==> src/lpnp_defs.svh <==
// Constants for partner next page and receive error control block
// Functional notes
// - Bit 15 shows partner wants to send more next pages
// - Bit 14 shows partner acknowledged the link code word
// - Bit 13 shows message page (1) or unformatted page (0)
// - Bit 12 shows partner can comply with the message
// - Bit 11 shows partner toggle, inverse of previous word's toggle
// - Bits 10:0 hold received 11-bit message or unformatted code
// - After reset code reads 1 (null page), flags read 0
// - Control bit 9 read-write, reset 0, selects enhanced receive error mode
// - Carrier/data-valid asserted whenever receive line is not idle; enhanced mode drops it on false carrier or at a symbol error
// - Normal mode false carrier: error high, data 10 until event ends
// - Enhanced mode false carrier: drop carrier/data-valid for rest of event
// - Normal mode: start intact, error per symbol error, data ones after first
// - Enhanced mode: drop carrier/data-valid at first symbol error
`ifndef LPNP_DEFS_SVH
`define LPNP_DEFS_SVH
// ==========================================
// Register map (word index, byte address is index times four)
`define LPNP_IDX_PAGE      4'h8
`define LPNP_IDX_CTRL      4'h9
`define LPNP_ADDR_LSB      2
// ==========================================
// Field positions and resets
`define LPNP_BIT_NP        15
`define LPNP_BIT_ACK       14
`define LPNP_BIT_MP        13
`define LPNP_BIT_ACK2      12
`define LPNP_BIT_TOG       11
`define LPNP_CODE_RST      11'h001
`define LPNP_BIT_ENH       9
`define LPNP_FC_CODE       2'h2
`define LPNP_ERR_DATA      2'h3
`define LPNP_FIFO_DEPTH    8
`endif

==> src/lpnp_pkg.sv <==
// Types for partner next page and receive error control block
package lpnp_pkg;
  typedef enum logic [1:0] {
    LPNP_IDLE = 2'h0,
    LPNP_DATA = 2'h1,
    LPNP_FCAR = 2'h3,
    LPNP_DROP = 2'h2
  } lpnp_rx_t;
endpackage

==> src/lpnp_top.sv <==
// Partner next page register, control register and receive error shaping
//
// Design decision made here: the Wishbone register port.
`timescale 1ns/1ps
`include "lpnp_defs.svh"

// ==========================================
// Symbol FIFO
module lpnp_fifo #(
  parameter int WIDTH = 5,
  parameter int DEPTH = 8
) (
  // Clock and reset
  input  wire logic             clk_i,
  input  wire logic             rst_i,
  // Fill side
  input  wire logic [WIDTH-1:0] in_data_i,
  input  wire logic             in_valid_i,
  output logic                  in_ready_o,
  // Drain side
  output logic [WIDTH-1:0]      out_data_o,
  output logic                  out_valid_o,
  input  wire logic             out_ready_i
);
  localparam int AW = $clog2(DEPTH);
  typedef struct packed {
    logic [AW-1:0] wp;
    logic [AW-1:0] rp;
    logic [AW:0]   cnt;
  } lpnp_fifo_st_t;
  lpnp_fifo_st_t            st;
  lpnp_fifo_st_t            next_st;
  logic [WIDTH-1:0]         mem [DEPTH];
  logic                     push;
  logic                     pop;

  assign in_ready_o  = (st.cnt != (AW+1)'(DEPTH));
  assign out_valid_o = (st.cnt != '0);
  assign out_data_o  = mem[st.rp];
  assign push        = in_valid_i && in_ready_o;
  assign pop         = out_valid_o && out_ready_i;

  always_comb
  begin
    next_st = st;
    if (push)
    begin
      next_st.wp = (st.wp == AW'(DEPTH-1)) ? '0 : st.wp + 1'b1;
    end
    if (pop)
    begin
      next_st.rp = (st.rp == AW'(DEPTH-1)) ? '0 : st.rp + 1'b1;
    end
    next_st.cnt = st.cnt + (AW+1)'(push) - (AW+1)'(pop);
  end

  always_ff @(posedge clk_i)
  begin
    if (rst_i)
    begin
      st <= '0;
    end
    else
    begin
      st <= next_st;
    end
    if (push)
    begin
      mem[st.wp] <= in_data_i;
    end
  end
endmodule

// ==========================================
// Top
module lpnp_top #(
  parameter int FIFO_DEPTH = `LPNP_FIFO_DEPTH
) (
  // Clock and reset
  input  wire logic        clk_i,
  input  wire logic        rst_i,
  // Wishbone slave
  input  wire logic        cyc_i,
  input  wire logic        stb_i,
  input  wire logic        we_i,
  input  wire logic [7:0]  adr_i,
  input  wire logic [3:0]  sel_i,
  input  wire logic [31:0] dat_i,
  output logic [31:0]      dat_o,
  output logic             ack_o,
  // Received next page from negotiation logic
  input  wire logic        page_valid_i,
  input  wire logic [15:0] page_word_i,
  // Receive symbol stream from line decoder
  input  wire logic        sym_valid_i,
  input  wire logic        sym_active_i,
  input  wire logic        sym_false_car_i,
  input  wire logic        sym_err_i,
  input  wire logic [1:0]  sym_data_i,
  output logic             sym_ready_o,
  // RMII receive toward MAC
  output logic             crs_dv_o,
  output logic             rx_er_o,
  output logic [1:0]       rxd_o,
  // Mode status
  output logic             enh_mode_o
);
  typedef struct packed {
    logic [15:0]        page;
    logic               enh;
    lpnp_pkg::lpnp_rx_t rx;
    logic               err_seen;
    logic               ack;
    logic [31:0]        rdat;
    logic               crs_dv;
    logic               rx_er;
    logic [1:0]         rxd;
  } lpnp_st_t;
  lpnp_st_t     st;
  lpnp_st_t     next_st;
  logic [4:0]   f_data;
  logic         f_valid;
  logic         f_act;
  logic         f_fc;
  logic         f_se;
  logic [1:0]   f_d;
  logic [3:0]   idx;
  logic         req;

  // Drained one per cycle unconditionally; register accesses never stall the decoder
  lpnp_fifo #(
    .WIDTH(5),
    .DEPTH(FIFO_DEPTH)
  ) u_fifo (
    .clk_i      (clk_i),
    .rst_i      (rst_i),
    .in_data_i  ({sym_active_i, sym_false_car_i, sym_err_i, sym_data_i}),
    .in_valid_i (sym_valid_i),
    .in_ready_o (sym_ready_o),
    .out_data_o (f_data),
    .out_valid_o(f_valid),
    .out_ready_i(1'b1)
  );
  assign {f_act, f_fc, f_se, f_d} = f_data;
  assign idx = adr_i[`LPNP_ADDR_LSB+3:`LPNP_ADDR_LSB];
  assign req = cyc_i && stb_i && !st.ack;

  always_comb
  begin
    next_st = st;
    next_st.ack = req;
    if (page_valid_i)
    begin
      next_st.page = page_word_i;
    end
    if (req)
    begin
      next_st.rdat = '0;
      case (idx)
        `LPNP_IDX_PAGE: next_st.rdat[15:0] = st.page;
        `LPNP_IDX_CTRL: next_st.rdat[`LPNP_BIT_ENH] = st.enh;
        default:        next_st.rdat = '0;
      endcase
      if (we_i && sel_i[1] && idx == `LPNP_IDX_CTRL)
      begin
        next_st.enh = dat_i[`LPNP_BIT_ENH];
      end
    end
    if (f_valid)
    begin
      next_st.rx_er = 1'b0;
      if (!f_act)
      begin
        next_st.rx       = lpnp_pkg::LPNP_IDLE;
        next_st.err_seen = 1'b0;
        next_st.crs_dv   = 1'b0;
        next_st.rxd      = '0;
      end
      else
      begin
        case (st.rx)
          lpnp_pkg::LPNP_IDLE,
          lpnp_pkg::LPNP_DATA:
          begin
            next_st.crs_dv = 1'b1;
            next_st.rx     = lpnp_pkg::LPNP_DATA;
            next_st.rxd    = f_d;
            if (f_fc && st.rx == lpnp_pkg::LPNP_IDLE)
            begin
              next_st.rx     = st.enh ? lpnp_pkg::LPNP_DROP : lpnp_pkg::LPNP_FCAR;
              next_st.crs_dv = !st.enh;
              next_st.rx_er  = !st.enh;
              next_st.rxd    = st.enh ? 2'h0 : `LPNP_FC_CODE;
            end
            else if (f_se && st.enh)
            begin
              next_st.rx     = lpnp_pkg::LPNP_DROP;
              next_st.crs_dv = 1'b0;
              next_st.rxd    = '0;
            end
            else if (f_se || st.err_seen)
            begin
              next_st.err_seen = 1'b1;
              next_st.rx_er    = f_se;
              next_st.rxd      = `LPNP_ERR_DATA;
            end
          end
          lpnp_pkg::LPNP_FCAR:
          begin
            next_st.rx_er = 1'b1;
            next_st.rxd   = `LPNP_FC_CODE;
          end
          lpnp_pkg::LPNP_DROP:
          begin
            next_st.crs_dv = 1'b0;
            next_st.rxd    = '0;
          end
          default: next_st.rx = lpnp_pkg::LPNP_IDLE;
        endcase
      end
    end
  end

  always_ff @(posedge clk_i)
  begin
    if (rst_i)
    begin
      st      <= '0;
      st.page <= {5'h00, `LPNP_CODE_RST};
    end
    else
    begin
      st <= next_st;
    end
  end

  assign dat_o      = st.rdat;
  assign ack_o      = st.ack;
  assign crs_dv_o   = st.crs_dv;
  assign rx_er_o    = st.rx_er;
  assign rxd_o      = st.rxd;
  assign enh_mode_o = st.enh;
endmodule

==> config.mk <==
export PLATFORM = sky130hd
export DESIGN_NAME = lpnp_top
export DESIGN_NICKNAME = d
export VERILOG_FILES = /design/src/lpnp_pkg.sv /design/src/lpnp_top.sv
export VERILOG_INCLUDE_DIRS = /design/src
export SDC_FILE = /design/constraint.sdc
export NUM_CORES = 1
export LEC_CHECK = 0
export ABC_AREA = 0
export BUFFER_PORTS_ARGS = -buffer_cell sky130_fd_sc_hd__buf_2
export CORE_UTILIZATION = 25
export DETAILED_ROUTE_END_ITERATION = 7
export PLACE_DENSITY = 0.51
export SLEW_MARGIN = 20
export SYNTH_ARGS = -nofsm -noshare
export SYNTH_HDL_FRONTEND = slang
export SYNTH_SLANG_ARGS = --single-unit
==> constraint.sdc <==
create_clock -name clk_i -period 2.5 [get_ports clk_i]
set_clock_uncertainty 0.2 [all_clocks]
set_input_delay 0.375 -clock clk_i [delete_from_list [all_inputs] [get_ports clk_i]]
set_output_delay 0.375 -clock clk_i [all_outputs]
set_load 0.02 [all_outputs]
==> reports/results.ini <==
[sta]
finalWorstSetupSlack_ns = 0.220
fin_crit_sh_pct = 91.2
setup_tns_ns = 0
finalSetupViolations = 0
max_freq_mhz = 439
grt_setup_unrepaired = false
report.final.hold_viol_count = 0
tightest_slew_ns = 0.681
worst_slew_margin_rel_pct = 54.6
layout_min_cycle_time_ns = 2.28
slew_violations = 0

[route]
dr.pass1.iters = 4
drcViolationCount = 0
maxUsedRoutingLayer = met4
post_drt_via_cell_ratio = 4.09
antenna_left = 0
drt-met1-wl_um = 3640
vias = 2480
wl_met2_um = 3830
routed_wl_um = 7920
first_iter_violations = 88
post_drt_wl_per_cell_um = 13.0
wl_met3_um = 287

[finish]
area_growth_pct = 16.8
diodes = 0
nets = 469
drive_gt1_share_pct = 24.8
final_area_sq_um = 4730
finish.utilization_pct = 29.9
final.fill_count = 1605

[clocking]
numCtsBuffers = 9
cts-root-buf = clkbuf_16
post-cts-setup-buffers = 0
ctsResizeCount = 0
clk_latency_ns = 0.34
clkTransAtPathRegs_ns = 0.07
clock_sinks = 94
cts_tree = done
htree_levels = 3
cts_buffer_depth = 2
cts_hold_buf = 0

[yosys]
synth_top_area_share_pct = 29.7
yosysMostFrequentCell = dfxtp_1
yosysTopAreaCell = edfxtp_1
ys_warn_count = 0
synth-seq-area-share_pct = 56.3
synth_area_per_cell_sq_um = 12.1
synth_cell_type_count = 45
synth_edf_count = 40
synth-seq-cells = 94
syn_inst = 334
async_flop_share_pct = 0
ys.flop_type = dfxtp_1
syn_area_sq_um = 4050
yosys-top-cells-area = edfxtp_1 30%, dfxtp_1 27%, buf_4 6.5%, mux2i_1 4.9%, mux4_1 4.5%
synth_common_cells = 54 x dfxtp_1, 47 x nor2_1, 40 x edfxtp_1, 35 x buf_4, 20 x mux2i_1

[die]
die_h_um = 129
io_pins = 111
rows = 46
placeableCoreArea_sq_um = 15800
start_util_pct = 25.6
die-area_sq_um = 16700
die_w_um = 129

[placement]
preCtsSetupSlack_ns = 0.200
gp_congestion = 0.705
hpwl_um = 5630
io_buffers = 56
dpl-instance-area_sq_um = 4430

[pwr]
powerDensity_nw_per_um2 = 917
finalPower_uw = 4340
p_leak_uw = 0.00191
vdd_drop_max_v = 0.000347

[worst_setup_path]
crit_path_end = rxd_o[0]
cp-end-kind = register
crit_arrival_ns = 2.30
reg2reg_depth = 4
reg2reg_to = rxd_o[0]
path_max_fanout = 6
crit_slowest_cell = mux4_1
critical_path_required_ns = 2.52
max_stage_delay_ns = 0.63
critical_path_buf_inv_count = 0
startpoint_type = register
cp.depth = 4
worstPathCellList = mux4_1 -> nor2b_1 -> a2111oi_0 -> o31ai_1
cp_top_family = multiplexers
critPathKind = reg -> reg
reg2reg_slack_ns = 0.22

[run_status]
status = finished clean

[global_routing]
overflow = 0
grt_max_degree = 36
grt_first_pass_wirelength_um = 12800
antenna_found_initial = 0
track_usage_pct = 10.1
first_global_vias = 2484

[hold_path]
hold_start = page_word_i[0]
hold_path.class = in -> reg

[run]
maxCapViolations = 0

## flip-flops by register name, summed over array words and instances (netlist names), named ones only
signal / count
u_fifo.mem: 40
st: 19
dat_o: 16
u_fifo.st: 10
rxd_o: 2
ack_o: 1
crs_dv_o: 1
enh_mode_o: 1
rx_er_o: 1
## placed cells by master (no fill, tap or decap), types with 2 or more instances in the layout
master	Yosys	routed
buf_2	0	56
dfxtp_1	54	54
nor2_1	47	47
edfxtp_1	40	40
mux2i_1	20	20
a22oi_1	18	18
buf_4	35	17
nand2_1	16	16
conb_1	1	16
a21oi_1	14	14
inv_1	10	10
ha_1	10	10
clkbuf_16	0	9
mux4_1	7	7
nor2b_1	7	7
nor3_1	6	6
inv_8	0	4
nand2b_1	3	3
o21ai_0	3	3
nand3b_1	3	3
mux4_2	2	2
or2b_1	2	2
a211o_1	2	2
xnor2_1	2	2
clkinv_4	0	2
## metal layers
| layer | GRT usage (%) | vias to the layer above |
|---|---|---|
| li1 | - | 1239 |
| met3 | 1.86 | 11 |
| met4 | 4.78 | 0 |
| met1 | 12.4 | 1177 |
| met5 | 0 | - |
| met2 | 17.1 | 53 |
## where the power goes
| group | leakage [uW] | switching, uW | internal (uW) | total [uW] |
|---|---|---|---|---|
| clock network | 0.000148 | 644 | 710 | 1350 |
| registers | 0.000805 | 110 | 1750 | 1860 |
| logic | 0.000958 | 594 | 532 | 1130 |
## through the flow
stage | std cells | hold slack [ns]
CTS | 607 | 0.0256
global placement | 591 | 0.262
finish | 607 | 0.0391
global route | 607 | 0.0295
floorplan | 349 | 0.250
detailed placement | 591 | 0.270
## layout make-up
type | count | area [sq um] | share of cell area (%)
clock buffers | 9 | 225 | 4.76
clock inverters | 7 | 71.3 | 1.51
flip-flops and latches | 94 | 2280 | 48.3
multi-input cells | 198 | 1440 | 30.3
well taps | 216 | 270 | 5.71
repair buffers | 73 | 408 | 8.62
inverters | 10 | 37.5 | 0.794
## kinds of logic (layout without fill, tap and decap cells)
logic type / count (synthesis) / after routing / synth area share, %
AO/OA/AOI/OAI: 46 / 46 / 8.09
AND/OR/NAND/NOR: 93 / 93 / 10.9
adder cells (fa/ha/maj): 11 / 11 / 3.58
multiplexers: 30 / 30 / 11.0
flip-flops: 94 / 94 / 56.3
other: 1 / 16 / 0.0926
buffers and inverters: 57 / 99 / 9.61
XOR/XNOR: 2 / 2 / 0.433
## how the worst min path moves through the flow
stage	end	slack (ns)	cells after the start
final	st[41]	0.04	2
after global routing	st[41]	0.03	2
after CTS	st[41]	0.03	2
after detailed placement	dat_o[9]	0.27	2
after global placement	u_fifo.st[5]	0.26	2
after floorplan	register	0.25	2
(Power assumes the default switching activity.)
